**src/inc/smr_consts.svh**
```systemverilog
`ifndef SMR_CONSTS_SVH
`define SMR_CONSTS_SVH

// =====================================================================
// Register offsets (byte addresses, low eight address bits decoded).
`define SMR_OFS_MODE      8'h00
`define SMR_OFS_LEVEL     8'h04
`define SMR_OFS_CAUSE     8'h08
`define SMR_OFS_ISTAT     8'h0C
`define SMR_OFS_ICLR      8'h10
`define SMR_OFS_IEN       8'h14
`define SMR_OFS_MASK      8'h18
`define SMR_OFS_MCLR      8'h1C

// =====================================================================
// Field positions.
`define SMR_MODE_EN_BIT   7
`define SMR_MODE_RST_BIT  1
`define SMR_MODE_FLAG_BIT 0
`define SMR_EV_DROP       0
`define SMR_EV_RST        1
`define SMR_CAUSE_DET_BIT 0

// =====================================================================
// Widths, reset values and bus answers.
`define SMR_LEVEL_W       4
`define SMR_EV_W          2
`define SMR_SYNC_W        2
`define SMR_SYNC_POC      0
`define SMR_SYNC_BELOW    1
`define SMR_MASK_RST      1'h1
`define SMR_RESP_OKAY     2'h0
`define SMR_RESP_SLVERR   2'h2
`define SMR_WORD_ZERO     32'h0000_0000

`endif

```
**src/inc/smr_pkg.sv**
```systemverilog
`include "smr_consts.svh"

package smr_pkg;

    typedef logic [31:0] smr_word_t;
    typedef logic [3:0]  smr_strb_t;

    typedef struct packed {
        logic [`SMR_SYNC_W-1:0] s1;
        logic [`SMR_SYNC_W-1:0] s2;
        logic [`SMR_SYNC_W-1:0] s3;
        logic [`SMR_SYNC_W-1:0] level;
    } smr_sync_t;

    typedef struct packed {
        logic                    awRdy;
        logic                    awHave;
        logic [7:0]              awAddr;
        logic                    wRdy;
        logic                    wHave;
        logic [7:0]              wData;
        logic                    wLane;
        logic                    bValid;
        logic [1:0]              bResp;
        logic                    arRdy;
        logic                    rValid;
        smr_word_t               rData;
        logic [1:0]              rResp;
        logic                    detEnable;
        logic                    resetMode;
        logic [`SMR_LEVEL_W-1:0] level;
        logic [`SMR_EV_W-1:0]    cause;
        logic [`SMR_EV_W-1:0]    intStat;
        logic [`SMR_EV_W-1:0]    intEn;
        logic                    intMask;
        logic                    belowSeen;
        logic                    intReset;
        logic                    irq;
    } smr_state_t;

endpackage : smr_pkg

```
**src/hdl/supply_monitor_reset_control.sv**
```systemverilog
// Chosen here: the register offsets and the AXI4-Lite slave port.
`timescale 1ns/1ps
`default_nettype none
`include "smr_consts.svh"

// How it works
// Power-on clear zeroes all reset cause flags.
// Byte write of zero to mode stops detection.
// Clearing the enable bit alone stops detection.
// Software writes zero to mode bits two-six.
// Software writes zero to level bits four-seven.
// Stop detection before changing the threshold level.
// No reset while supply is above threshold.
// Clear interrupt mask lets drop interrupts through.
// Enabled drop raises reset in reset mode, and the drop interrupt in either mode.
module smr_supply_monitor_reset_control (
    input  wire logic               ref_clk,
    input  wire logic               sys_rst,
    input  wire logic               s_axi_awvalid,
    output logic                    s_axi_awready,
    input  wire smr_pkg::smr_word_t s_axi_awaddr,
    input  wire logic               s_axi_wvalid,
    output logic                    s_axi_wready,
    input  wire smr_pkg::smr_word_t s_axi_wdata,
    input  wire smr_pkg::smr_strb_t s_axi_wstrb,
    output logic                    s_axi_bvalid,
    input  wire logic               s_axi_bready,
    output logic [1:0]              s_axi_bresp,
    input  wire logic               s_axi_arvalid,
    output logic                    s_axi_arready,
    input  wire smr_pkg::smr_word_t s_axi_araddr,
    output logic                    s_axi_rvalid,
    input  wire logic               s_axi_rready,
    output smr_pkg::smr_word_t      s_axi_rdata,
    output logic [1:0]              s_axi_rresp,
    input  wire logic               powerOnClear,
    input  wire logic               supplyBelow,
    output logic [3:0]              thresholdSel,
    output logic                    internalReset,
    output logic                    irq
);
    import smr_pkg::*;

    smr_state_t             r;
    smr_state_t             st_nxt;
    logic [`SMR_SYNC_W-1:0] syncLvl;
    logic                   pocNow;
    logic                   belowNow;
    logic                   doWrite;
    logic                   wrOk;
    logic [7:0]             d;
    logic                   dropEdge;

    // =================================================================
    // Pin inputs cross into the clock domain.
    smr_sync3 u_sync (
        .ref_clk (ref_clk),
        .sys_rst (sys_rst),
        .asyncIn ({supplyBelow, powerOnClear}),
        .syncOut (syncLvl)
    );

    assign pocNow   = syncLvl[`SMR_SYNC_POC];
    assign belowNow = syncLvl[`SMR_SYNC_BELOW];

    // =================================================================
    // Next state.
    always_comb begin
        st_nxt   = r;
        doWrite  = 1'b0;
        wrOk     = 1'b1;
        d        = 8'h00;
        dropEdge = 1'b0;

        // Write address and data are taken in either order.
        if (s_axi_awvalid && r.awRdy) begin
            st_nxt.awHave = 1'b1;
            st_nxt.awAddr = s_axi_awaddr[7:0];
        end
        if (s_axi_wvalid && r.wRdy) begin
            st_nxt.wHave = 1'b1;
            st_nxt.wData = s_axi_wdata[7:0];
            st_nxt.wLane = s_axi_wstrb[0];
        end
        if (r.bValid && s_axi_bready) begin
            st_nxt.bValid = 1'b0;
        end

        // Only byte lane zero carries register bits.
        if (st_nxt.awHave && st_nxt.wHave && !r.bValid) begin
            doWrite       = 1'b1;
            st_nxt.awHave = 1'b0;
            st_nxt.wHave  = 1'b0;
            st_nxt.bValid = 1'b1;
        end
        d = st_nxt.wData;

        if (doWrite) begin
            case (st_nxt.awAddr)
                `SMR_OFS_MODE: begin
                    if (st_nxt.wLane) begin
                        // Reserved bits are dropped and read as zero.
                        st_nxt.detEnable = d[`SMR_MODE_EN_BIT];
                        st_nxt.resetMode = d[`SMR_MODE_RST_BIT];
                    end
                end
                `SMR_OFS_MCLR: begin
                    if (st_nxt.wLane && d[`SMR_MODE_EN_BIT]) begin
                        st_nxt.detEnable = 1'b0;
                    end
                    if (st_nxt.wLane && d[`SMR_MODE_RST_BIT]) begin
                        st_nxt.resetMode = 1'b0;
                    end
                end
                `SMR_OFS_LEVEL: begin
                    // A write during detection is not guarded: the new
                    // level takes effect at once, so the comparator may
                    // see a glitch; stopping first is up to software.
                    if (st_nxt.wLane) begin
                        st_nxt.level = d[`SMR_LEVEL_W-1:0];
                    end
                end
                `SMR_OFS_ICLR: begin
                    if (st_nxt.wLane) begin
                        st_nxt.intStat = r.intStat & ~d[`SMR_EV_W-1:0];
                    end
                end
                `SMR_OFS_IEN: begin
                    if (st_nxt.wLane) begin
                        st_nxt.intEn = d[`SMR_EV_W-1:0];
                    end
                end
                `SMR_OFS_MASK: begin
                    if (st_nxt.wLane) begin
                        st_nxt.intMask = d[0];
                    end
                end
                `SMR_OFS_CAUSE,
                `SMR_OFS_ISTAT: begin
                    wrOk = 1'b1;
                end
                default: begin
                    wrOk = 1'b0;
                end
            endcase
            st_nxt.bResp = wrOk ? `SMR_RESP_OKAY : `SMR_RESP_SLVERR;
        end
        // Both channels stay closed while a response waits for bready.
        st_nxt.awRdy = !st_nxt.awHave && !st_nxt.bValid;
        st_nxt.wRdy  = !st_nxt.wHave && !st_nxt.bValid;

        // Read channel: one read at a time, data one edge after address.
        if (r.rValid && s_axi_rready) begin
            st_nxt.rValid = 1'b0;
        end
        if (s_axi_arvalid && r.arRdy) begin
            st_nxt.rValid = 1'b1;
            st_nxt.rResp  = `SMR_RESP_OKAY;
            st_nxt.rData  = `SMR_WORD_ZERO;
            case (s_axi_araddr[7:0])
                `SMR_OFS_MODE: begin
                    st_nxt.rData[`SMR_MODE_EN_BIT]   = r.detEnable;
                    st_nxt.rData[`SMR_MODE_RST_BIT]  = r.resetMode;
                    st_nxt.rData[`SMR_MODE_FLAG_BIT] = r.belowSeen;
                end
                `SMR_OFS_LEVEL: begin
                    st_nxt.rData[`SMR_LEVEL_W-1:0] = r.level;
                end
                `SMR_OFS_CAUSE: begin
                    st_nxt.rData[`SMR_EV_W-1:0] = r.cause;
                end
                `SMR_OFS_ISTAT: begin
                    st_nxt.rData[`SMR_EV_W-1:0] = r.intStat;
                end
                `SMR_OFS_IEN: begin
                    st_nxt.rData[`SMR_EV_W-1:0] = r.intEn;
                end
                `SMR_OFS_MASK: begin
                    st_nxt.rData[0] = r.intMask;
                end
                `SMR_OFS_ICLR,
                `SMR_OFS_MCLR: begin
                    st_nxt.rResp = `SMR_RESP_OKAY;
                end
                default: begin
                    st_nxt.rResp = `SMR_RESP_SLVERR;
                end
            endcase
        end
        st_nxt.arRdy = !st_nxt.rValid;

        // =============================================================
        // Detector. Events are applied after the clear register, so a
        // set in the same cycle as its clear is kept.
        dropEdge         = r.detEnable && belowNow && !r.belowSeen;
        st_nxt.belowSeen = r.detEnable && belowNow;
        st_nxt.intReset  = r.detEnable && r.resetMode && belowNow;
        if (dropEdge && !r.intMask) begin
            st_nxt.intStat[`SMR_EV_DROP] = 1'b1;
        end
        if (st_nxt.intReset && !r.intReset) begin
            st_nxt.cause[`SMR_CAUSE_DET_BIT] = 1'b1;
            st_nxt.intStat[`SMR_EV_RST]      = 1'b1;
        end

        // Power-on clear outranks mode, level and cause updates, including new causes; interrupt registers are not touched.
        if (pocNow) begin
            st_nxt.cause     = '0;
            st_nxt.detEnable = 1'b0;
            st_nxt.resetMode = 1'b0;
            st_nxt.level     = '0;
            st_nxt.belowSeen = 1'b0;
            st_nxt.intReset  = 1'b0;
        end

        st_nxt.irq = |(st_nxt.intStat & st_nxt.intEn);
    end

    // =================================================================
    // State register.
    always_ff @(posedge ref_clk) begin
        if (sys_rst) begin
            r         <= '0;
            r.awRdy   <= 1'b1;
            r.wRdy    <= 1'b1;
            r.arRdy   <= 1'b1;
            r.intMask <= `SMR_MASK_RST;
        end else begin
            r <= st_nxt;
        end
    end

    // =================================================================
    // Outputs, all straight from the state register.
    assign s_axi_awready = r.awRdy;
    assign s_axi_wready  = r.wRdy;
    assign s_axi_bvalid  = r.bValid;
    assign s_axi_bresp   = r.bResp;
    assign s_axi_arready = r.arRdy;
    assign s_axi_rvalid  = r.rValid;
    assign s_axi_rdata   = r.rData;
    assign s_axi_rresp   = r.rResp;
    assign thresholdSel  = r.level;
    assign internalReset = r.intReset;
    assign irq           = r.irq;

endmodule : smr_supply_monitor_reset_control

`default_nettype wire

```
**src/hdl/smr_sync3.sv**
```systemverilog
`timescale 1ns/1ps
`default_nettype none
`include "smr_consts.svh"

module smr_sync3 (
    input  wire logic                   ref_clk,
    input  wire logic                   sys_rst,
    input  wire logic [`SMR_SYNC_W-1:0] asyncIn,
    output logic      [`SMR_SYNC_W-1:0] syncOut
);
    import smr_pkg::*;

    smr_sync_t r;
    smr_sync_t st_nxt;

    // =================================================================
    // Three stages; a change is taken once stages two and three agree.
    always_comb begin
        st_nxt    = r;
        st_nxt.s1 = asyncIn;
        st_nxt.s2 = r.s1;
        st_nxt.s3 = r.s2;
        for (int i = 0; i < `SMR_SYNC_W; i++) begin
            if (r.s2[i] == r.s3[i]) begin
                st_nxt.level[i] = r.s3[i];
            end
        end
    end

    always_ff @(posedge ref_clk) begin
        if (sys_rst) begin
            r <= '0;
        end else begin
            r <= st_nxt;
        end
    end

    assign syncOut = r.level;

endmodule : smr_sync3

`default_nettype wire

```
**config.mk**
```make
export PLATFORM = sky130hd
export DESIGN_NAME = smr_supply_monitor_reset_control
export DESIGN_NICKNAME = d
export VERILOG_FILES = /design/src/inc/smr_pkg.sv /design/src/hdl/supply_monitor_reset_control.sv /design/src/hdl/smr_sync3.sv
export VERILOG_INCLUDE_DIRS = /design/src /design/src/inc
export SDC_FILE = /design/constraint.sdc
export NUM_CORES = 1
export LEC_CHECK = 0
export ABC_AREA = 1
export BUFFER_PORTS_ARGS = -buffer_cell sky130_fd_sc_hd__buf_2
export CAP_MARGIN = 40
export CORE_ASPECT_RATIO = 2
export CORE_MARGIN = 5
export CORE_UTILIZATION = 40
export DETAILED_ROUTE_END_ITERATION = 7
export PLACE_DENSITY_LB_ADDON = 0.05
export REMOVE_ABC_BUFFERS = 1
export SLEW_MARGIN = 20
export SYNTH_ARGS = -nofsm -noshare
export SYNTH_HDL_FRONTEND = slang
export SYNTH_SLANG_ARGS = --single-unit
```
**constraint.sdc**
```tcl
create_clock -name ref_clk -period 3.1 [get_ports ref_clk]
set_input_delay 0.465 -clock ref_clk [delete_from_list [all_inputs] [get_ports ref_clk]]
set_output_delay 0.465 -clock ref_clk [all_outputs]
set_load 0.01 [all_outputs]
```
==> summary.md, run 1 <==
| Metric | Value |
|---|---|
| Status | complete, no violations |
| Worst Setup End Kind | register |
| Rel. slew slack | roughly 53% |
| Starting Density | 40.7% |
| Top FF cell, synth | dfxtp_1 |
| # rows | 42 |
| Hold WS | approximately 380 ps |
| Gate count after technology mapping | 370 |
| Clk sinks | between 50 and 60 |
| # DRC | 0 |
| Clock Skews | roughly 3.4 ps |
| First-pass GRT wire length | around 9.4 mm |
| Io pins | approximately 160 |
| Placed cell areas | ~2800 um^2 |
| Worst-margin pin slew | between 600 and 700 ps |
| Cell taking the most area after synthesis | dfxtp_1 |
| Count leader, synth | nand2_1 |
| Total GRT Usage | between 10% and 20% |
| Async S/R FF share, synth | 0% |
| Diodes inserted | 0 |
| Syn_area_per_cell | 7.22 um^2 |
| Setup Buffers After CTS | 0 |
| DRT iter0 DRCs | 84 |
| Critical path arrival | roughly 2000 ps |
| Area growth from synthesis to layout | 10.3% |
| Maximum root-to-sink buffer count | 2 |
| Crit path setup slack, layout | around 1300 ps |
| Die area | 8520 um^2 |
| Nets@finish | around 520 |
| Vias | 2,188 |
| Vias in the first global route | between 2,000 and 2,500 |
| CTS tree | built |
| Die width | a little under 70 um |
| IO Port Bufs | 48 |
| Htree depth | 2 |
| Cell Area, Synth | 2670 um^2 |
| CTS buffer count | 5 |
| Synth top area share | 38.2% |
| Congestion Overflow GR | 0 |
| Routed len/inst | 11.5 um |
| Router iterations before antenna repair | 4 |
| RePlAce Congestion | about 0.91 |
| RSZ-0062 raised after global routing | no |
| Die H | 126 um |
| Worst endpoint required time | around 3300 ps |
| Filler cell count | roughly 720 |
| #FFs+latches synth | a little over 50 |
| Fin. max-slew vios | 0 |
| Ys Warns | 0 |
| Setup TNS | 0 ps |
| CTS Hold Bufs | 0 |
| Layout cells sized above 1 | approximately 22% |
| CP Launch Type | primary input |
| Fmax | between 500 and 600 MHz |
| Part of the Yosys area used for sequential elements | between 30% and 40% |
| Min Tclk post-route | around 1800 ps |
| Largest net degree at the start of global routing | 26 |
| Max FO, Critical Path | 12 |
| Post-synth EDFFs | 0 |
| Dominant cells by area after synthesis | dfxtp_1 38%, buf_4 11%, nand2_1 9.1%, inv_1 7.4%, nor2_1 6.0% |
| Final WL | 5.74 mm |
| Worst-path clk slew | 70 ps |
| Critical path class | in2reg |
| CTS resizes | 0 |
| Pwr Density | approximately 590 nW/um^2 |
| Pre-CTS setup slack | around 930 ps |
| Pleak | 0.00147 uW |
| Final hold vios | 0 |
| Tcrit/Tclk final | 59.4% |
| Clock root buffer | clkbuf_16 |
| Antenna-violating nets left | 0 |
| Clk_lat worst skew | slightly below 300 ps |
| Synth cell types | 28 |
| Min-Delay Path Class | in2reg |
| # setup viols final | 0 |
| Max VDD drop | between 0.3 and 0.4 mV |
| Top cells by count, synth | 65 x nand2_1, 53 x inv_1, 51 x dfxtp_1, 43 x nor2_1, 40 x buf_4 |
| Initial antenna violation count | 0 |
| Core area | roughly 6600 um^2 |
| Via density | between 4 and 5 |
| Final Instance Area | 2950 um^2 |
| Dpl hpwl | ~4.6 mm |
| MaxCap Viol Count | 0 |
[power by group]
| group | total (uW) | switching [uW] | leakage [uW] | internal (uW) |
|---|---|---|---|---|
| logic | 435 | 300 | 0.000978 | 134 |
| clock network | 564 | 241 | 0.0000731 | 323 |
| registers | 735 | 21.8 | 0.000418 | 713 |
[sequential cells by signal, summed over array words and instances, names as in the netlist]
register and count:
internalReset 1, irq 1, r 25, s_axi_arready 1, s_axi_awready 1, s_axi_bresp 1
s_axi_bvalid 1, s_axi_rdata 5, s_axi_rresp 1, s_axi_rvalid 1, s_axi_wready 1, thresholdSel 4
u_sync.r 6, u_sync.syncOut 2
[cells in the final DEF, fill, tap and decap left out]
cell type,n
nand3_1,20
dfxtp_1,51
a31oi_1,1
mux2i_1,2
or2_0,2
nand2_2,17
or3_1,1
nand3_2,5
nor2_2,2
buf_4,2
conb_1,29
o21ai_0,18
buf_2,48
clkinv_4,1
clkinvlp_4,1
nor2_1,43
clkbuf_8,1
clkbuf_16,5
or2_2,2
a21oi_1,21
nand3_4,1
nand4_1,5
nand2_1,65
nor2_8,2
nand2_4,2
inv_1,53
nor2_4,2
nor3_1,4
a21oi_2,1
o21ai_1,2
[cells by family (layout without fill, tap and decap cells)]
logic type      after synthesis  count (layout)  share of synthesized area (%)
compound gates               43              43                           8.24
buf+inv                     100             111                           20.5
flops                        51              51                           38.2
mux                           2               2                          0.749
other cells                   1              29                          0.140
simple gates                173             173                           32.2
[critical path: stages]
cell and delay (ps):
buf_2 260, nand2_2 250, nand2_1 170, nand3_2 190
nor2_4 210, nand3_1 150, nand2_1 80, o21ai_1 80
nand3_1 120, nand2_1 50
[final timing paths]
check / depth (start not counted) / start / to / slack (ps)
hold / removal: 3 / powerOnClear / u_sync.r[6] / 380
setup reg to reg: 9 / s_axi_awready / irq / 1420
setup / recovery: 10 / s_axi_awvalid / irq / 1260
hold reg to reg: 2 / u_sync.r[7] / u_sync.r[5] / 400
[final cells by class]
| cell class | instances | area, um^2 | share of cell area (%) |
|---|---|---|---|
| Multi-Input combinational cell | 247 | 1210 | 41.0 |
| Sequential cell | 51 | 1020 | 34.6 |
| Timing Repair Buffer | 50 | 255 | 8.66 |
| Inverter | 53 | 199 | 6.75 |
| Clock buffer | 6 | 139 | 4.71 |
| Tap cell | 88 | 110 | 3.73 |
| Clock inverter | 2 | 16.3 | 0.552 |
[through the flow]
step                      instances  power (uW)  util (%)
after CTS                       497        1760      44.9
after floorplan                 351        1060         -
after global placement          489        1180      42.5
after global routing            497        1850      44.9
after detailed placement        489        1190      42.5
final                           497        1730      44.9
[layer usage]
metal | global-route usage, % | vias to the layer above | part of all wire, %
li1 | - | 1149 | -
met1 | 14.8 | 952 | 37
met2 | 26.8 | 77 | 53
met5 | 0 | - | 0
met3 | 2.78 | 10 | 7.0
met4 | 5.86 | 0 | 2.8
Note: power is estimated with default switching activity, not from simulation.
==> run 2, diff against run 1 <==
Settings changed: ABC_AREA 1 to 0, CORE_UTILIZATION 40 to 38.
Clock period 3.1 ns to 1.6 ns, I/O delays scaled along.
==> summary.md, run 2 <==
| Metric | Value |
|---|---|
| Clock Skews | 2.51 ps (-0.922 ps) |
| Antenna-violating nets left | 0 (unchanged) |
| Synth cell types | 46 (+64%) |
| Mux share of post-synthesis cell area | 7.88% (+7.1 points) |
| IO Port Bufs | 48 (unchanged) |
| Part of the Yosys area used for sequential elements | 42.0% (+3.8 points) |
| DRT iter0 DRCs | 53 (-37%) |
| Met1 usage | 13.2% (-1.6 points) |
| Ys Warns | 0 (unchanged) |
| Clock root buffer | clkbuf_16 |
| Total GRT Usage | 14.8% (+0.39 points) |
| Die H | 123 um (-2.0%) |
| Pwr Density | 1050 nW/um^2 (+79%) |
| Compound-Gate Fraction of Synth Area | 10.6% (+2.4 points) |
| # rows | 41 (-2.4%) |
| Most frequent cells in the layout | 48 x buf_2, 48 x dfxtp_1, 35 x buf_4 |
| Die width | 66.5 um (-1.9%) |
| Worst Setup End Kind | register |
| Final WL | 5.60 mm (-2.5%) |
| Routed len/inst | 12.7 um (+10%) |
| Post-synth EDFFs | 0 (unchanged) |
| MaxCap Viol Count | 0 (unchanged) |
| Post-synthesis simple-gate area fraction | 23.8% (-8.4 points) |
| Tcrit/Tclk final | 105% |
| Tot Pwr | 3310 uW (+91%) |
| Max reg flops | 25 (unchanged) |
| Layout cells sized above 1 | 38.0% (+15 points) |
| Critical path arrival | 1860 ps (-170 ps) |
| Pleak | 0.00140 uW (-4.9%) |
| Clk sinks | 51 (unchanged) |
| Critical path class | reg2reg |
| Via density | 4.55 (+3.4%) |
| Largest net degree at the start of global routing | 29 (+12%) |
| Fin. max-slew vios | 0 (unchanged) |
| Async S/R FF share, synth | 0% (unchanged) |
| Crit path setup slack, layout | -75.8 ps (-1330 ps) |
| Status | finished with violations |
| Max FO, Critical Path | 4 (-8) |
| Post-Synth XOR/XNOR Area | 0% (unchanged) |
| Congestion Overflow GR | 0 (unchanged) |
| CTS tree | built |
| First-pass GRT wire length | 8.94 mm (-4.6%) |
| Initial antenna violation count | 0 (unchanged) |
| Gate count after technology mapping | 278 (-25%) |
| Clk_lat worst skew | 290 ps (about the same) |
| Final hold vios | 0 (unchanged) |
| Placed cell areas | 2830 um^2 (+1.3%) |
| Dpl hpwl | 4.49 mm (-3.3%) |
| Dominant cells by area after synthesis | dfxtp_1 42%, buf_4 13%, a21oi_1 4.9%, nor2_1 4.8%, mux2i_1 4.5% |
| Io pins | 156 (unchanged) |
| Met3 usage | 3.36% (+0.58 points) |
| Final Instance Area | 3140 um^2 (+6.6%) |
| Most flops, register | r |
| Maximum root-to-sink buffer count | 2 (unchanged) |
| Diodes inserted | 0 (unchanged) |
| Count leader, synth | dfxtp_1 |
| Met2 Use GR | 29.1% (+2.4 points) |
| Fmax | ~600 MHz |
| Top cells by count, synth | 51 x dfxtp_1, 42 x buf_4, 31 x nor2_1, 27 x nand2_1, 24 x a21oi_1 |
| Core area | 6260 um^2 (-4.7%) |
| # setup viols final | 4 (+4) |
| Syn_area_per_cell | 8.74 um^2 (+21%) |
| #FFs+latches synth | 51 (unchanged) |
| Min-Delay Path Class | in2reg |
| Combinational family with the most area after synthesis | simple AND/OR/NAND/NOR gates |
| Adder-Cell Fraction of Synth Area | 0.412% (+0.41 points) |
| Cell taking the most area after synthesis | dfxtp_1 |
| CP Launch Type | register |
| Vias | 1,999 (-8.6%) |
| Min Tclk post-route | around 1700 ps |
| Top FF cell, synth | dfxtp_1 |
| RSZ-0062 raised after global routing | yes |
| Area growth from synthesis to layout | 29.4% |
| CTS buffer count | 5 (unchanged) |
| Worst-path clk slew | 60 ps (about the same) |
| Synth top area share | 42.0% (+3.8 points) |
| Max VDD drop | 0.615 mV (+87%) |
| Worst endpoint required time | 1780 ps (-1500 ps) |
| # DRC | 0 (unchanged) |
| GR peak layer | met2 |
| Router iterations before antenna repair | 4 (unchanged) |
| Starting Density | 38.8% (-1.9 points) |
| Htree depth | 2 (unchanged) |
| Failing checks | negative setup slack |
| Cell Area, Synth | 2430 um^2 (-9.1%) |
| Vias in the first global route | 1,950 (-6.0%) |
| Die area | 8190 um^2 (-3.9%) |
| Nets@finish | 462 (-11%) |
| RePlAce Congestion | 0.778 (-14%) |
| CTS Hold Bufs | 0 (unchanged) |
## run 2: cell types whose count changed after synthesis, sizes merged, moves of 6 or more
| cell | change |
|---|---|
| inv | -48 |
| mux2 | +6 |
| mux2i | +10 |
| nand2 | -55 |
| nand3 | -14 |
| nor2 | -18 |
| nor2b | +8 |
| o21ai | -16 |
## run 2: kinds of logic after synthesis
| family | Yosys count |
|---|---|
| simple gates | 114 |
| buf+inv | 54 |
| flops | 51 |
| compound gates | 39 |
| mux | 18 |
| fa+ha+maj | 1 |
| other cells | 1 |
## run 2: area by class of cell
class / count / area [um^2]
well taps: 86 / 108
repair buffers: 89 / 579
fillers: 657 / 3120
clock buffers: 6 / 139
multi-input cells: 201 / 1270
inverters: 5 / 18.8
clock inverters: 1 / 5.00
flip-flops and latches: 51 / 1030
## run 2: repair_timing
item / CTS / global route
gates resized for setup: 19 / 14
pin swaps: 7 / 8
buffers inserted: 4 / 0
endpoints found under the setup margin: 10 / 14
## run 2: critical path, stage by stage (launching register included)
cell,delay (ps)
dfxtp_2,340
and2_4,150
or3_4,360
a221oi_4,270
mux2i_1,210
o221a_1,190
nor2_1,40
## run 2: final timing paths
check / startpoint / endpoint / slack [ps] / cells after the start
worst max-delay path: s_axi_awready / r[15] / -80 / 6
worst min-delay path: powerOnClear / u_sync.r[6] / 160 / 2
worst max register to register: s_axi_awready / r[15] / -80 / 6
worst min register to register: u_sync.r[7] / u_sync.r[5] / 440 / 1
## run 2: per-layer routing
| metal | vias to the layer above | share of wire [%] |
|---|---|---|
| met2 | 53 | 58 |
| met5 | - | 0 |
| met1 | 911 | 33 |
| met4 | 0 | 2.3 |
| met3 | 9 | 6.6 |
| li1 | 1026 | - |
## run 2: metrics by stage
stage               TNS, ps  worst slack (ps)  hold slack (ps)  util (%)  cells
floorplan              -563              -146              309         -    257
CTS                    -116             -95.1              150      49.3    439
finish                 -120             -75.8              155      50.2    439
global placement       -627              -207              417      45.2    429
global route           -601              -144              162      50.2    439
detailed placement     -675              -219              423      45.2    429
## run 2: where the power goes
part,total (uW),switching (uW),internal (uW)
logic,841,413,427
registers,1420,58.6,1370
clock network,1050,439,610
==> run 3, diff against run 2 <==
Settings changed: CORE_UTILIZATION 38 to 40.
Clock period 1.6 ns to 2.04 ns, I/O delays scaled along.
==> summary.md, run 3 (synthesized netlist as in run 2, its figures left out) <==
| Metric | Value |
|---|---|
| Critical path arrival | 1980 ps (+120 ps) |
| Die area | 7820 um^2 (-4.4%) |
| Setup TNS | 0 ps (+120 ps) |
| First-pass GRT wire length | 8.35 mm (-6.6%) |
| Critical path class | reg2reg |
| GR peak layer | met2 |
| Setup Buffers After CTS | 0 (-4) |
| Congestion Overflow GR | 0 (unchanged) |
| Final WL | 5.35 mm (-4.4%) |
| Most frequent cells in the layout | 51 x dfxtp_1, 48 x buf_2, 31 x nor2_1 |
| Router iterations before antenna repair | 4 (unchanged) |
| Max reg flops | 25 (unchanged) |
| Total GRT Usage | 14.0% (-0.77 points) |
| Starting Density | 40.8% (+2.0 points) |
| Min-Delay Path Class | in2reg |
| Worst endpoint required time | 2230 ps (+450 ps) |
| Crit path setup slack, layout | 246 ps (+322 ps) |
| Routed len/inst | 13.8 um (+7.9%) |
| # rows | 40 (-2.4%) |
| RSZ-0062 raised after global routing | no |
| Dpl hpwl | 4.29 mm (-4.5%) |
| Core area | 5960 um^2 (-4.8%) |
| Filler cell count | 609 (-7.3%) |
| RePlAce Congestion | 0.718 (-7.8%) |
| MaxCap Viol Count | 0 (unchanged) |
| Met3 usage | 3.44% (+0.075 points) |
| Final Util | 46.9% (-3.3 points) |
| Status | complete, no violations |
| Diodes inserted | 0 (unchanged) |
| Clock root buffer | clkbuf_16 |
| Initial antenna violation count | 0 (unchanged) |
| IO Port Bufs | 48 (unchanged) |
| Placed cell areas | 2600 um^2 (-8.1%) |
| Commonest non-fill, non-tap cell in the layout | dfxtp_1 |
| Worst-path cell chain | nor3_1 > nand3_1 > buf_4 > a221oi_4 > mux2i_1 > o221a_1 > nor2_1 |
| Vias | 1,898 (-5.1%) |
| Die width | 65.1 um (-2.2%) |
| Clk_lat worst skew | 290 ps (about the same) |
| Clk sinks | 51 (unchanged) |
| # DRC | 0 (unchanged) |
| Most flops, register | r |
| Nets@finish | 434 (-6.1%) |
| Vias in the first global route | 1,720 (-12%) |
| Htree depth | 2 (unchanged) |
| Min Tclk post-route | 1790 ps (+118 ps) |
| Pleak | 0.00125 uW (-10%) |
| Layout cells sized above 1 | 26.7% (-11 points) |
| Fmax | 557 MHz (-6.6%) |
| Final hold vios | 0 (unchanged) |
| CTS Hold Bufs | 0 (unchanged) |
| CTS buffer count | 5 (unchanged) |
| Antenna-violating nets left | 0 (unchanged) |
| Pwr Density | 952 nW/um^2 (-9.7%) |
| Worst Setup End Kind | register |
| Tot Pwr | 2660 uW (-20%) |
| Area growth from synthesis to layout | 15.0% |
| Met2 Use GR | 26.5% (-2.6 points) |
| Largest net degree at the start of global routing | 23 (-21%) |
| Die H | 120 um (-2.3%) |
| CP max stage delay | 340 ps (-20 ps) |
| Worst-path clk slew | 70 ps (about the same) |
| Io pins | 156 (unchanged) |
| Max FO, Critical Path | 3 (-1) |
| DRT iter0 DRCs | 60 (+13%) |
| Final Instance Area | 2790 um^2 (-11%) |
| Clock Skews | 5.69 ps (+3.18 ps) |
| Tcrit/Tclk final | 87.9% (-17 points) |
| CTS resizes | 0 (-19) |
| Maximum root-to-sink buffer count | 2 (unchanged) |
| Via density | 4.88 (+7.2%) |
| Met1 usage | 14.0% (+0.88 points) |
| CTS tree | built |
| CP max stage cell | a221oi_4 |
| Pre-CTS setup slack | 69.6 ps (+289 ps) |
| Max VDD drop | 0.759 mV (+23%) |
| Fin. max-slew vios | 0 (unchanged) |
| # setup viols final | 0 (-4) |
| CP Launch Type | register |
==> run 3: cell count changes in the layout (fill, tap and decap cells not counted), moves of 3 or more <==
| cell | delta |
|---|---|
| a21oi_1 | +4 |
| nand3_2 | -3 |
| nand3_1 | +3 |
| buf_4 | -22 |
| a21oi_2 | -4 |
| dfxtp_1 | +3 |
| buf_6 | -5 |
==> run 3: layout make-up <==
type	instances	area, um^2	share of cell area [%]
multi-input combinational	201	1140	41.0
sequential	51	1020	36.5
timing repair buffer	61	338	12.1
clock buffer	5	125	4.48
tap	63	78.8	2.82
clock inverter	3	67.6	2.42
inverter	5	18.8	0.672
==> run 3: where the power goes <==
group / leakage [uW] / internal [uW] / switching, uW
clock network: 0.0000900 / 702 / 370
logic: 0.000746 / 205 / 272
registers: 0.000417 / 1070 / 45.6
total: 0.00125 / 1970 / 687
==> run 3: worst max-delay path: cells and delay by family (launching register included) <==
| kind | cells | cell delay [ps] |
|---|---|---|
| flip-flops | 1 | 310 |
| buffers and inverters | 1 | 190 |
| multiplexers | 1 | 220 |
| AO/OA/AOI/OAI | 2 | 530 |
| AND/OR/NAND/NOR | 3 | 440 |
==> run 3: through the flow <==
step / instances / hold WS (ps)
6_report: 389 / 221
5_1_grt: 389 / 223
4_1_cts: 389 / 215
3_5_place_dp: 381 / 424
3_3_place_gp: 381 / 417
2_1_floorplan: 257 / 375
==> run 3: path summary, 6_finish.rpt <==
check | startpoint | to | slack (ps) | depth (start not counted)
max | r[73] | r[15] | 250 | 7
min | powerOnClear | u_sync.r[6] | 220 | 2
max reg2reg | r[73] | r[15] | 250 | 7
min reg2reg | u_sync.r[6] | u_sync.r[4] | 440 | 1
==> run 3: layer usage <==
metal	vias to the layer above	part of all wire, %
li1	969	-
met1	869	36
met2	54	56
met3	6	5.8
met4	0	1.9
met5	-	0
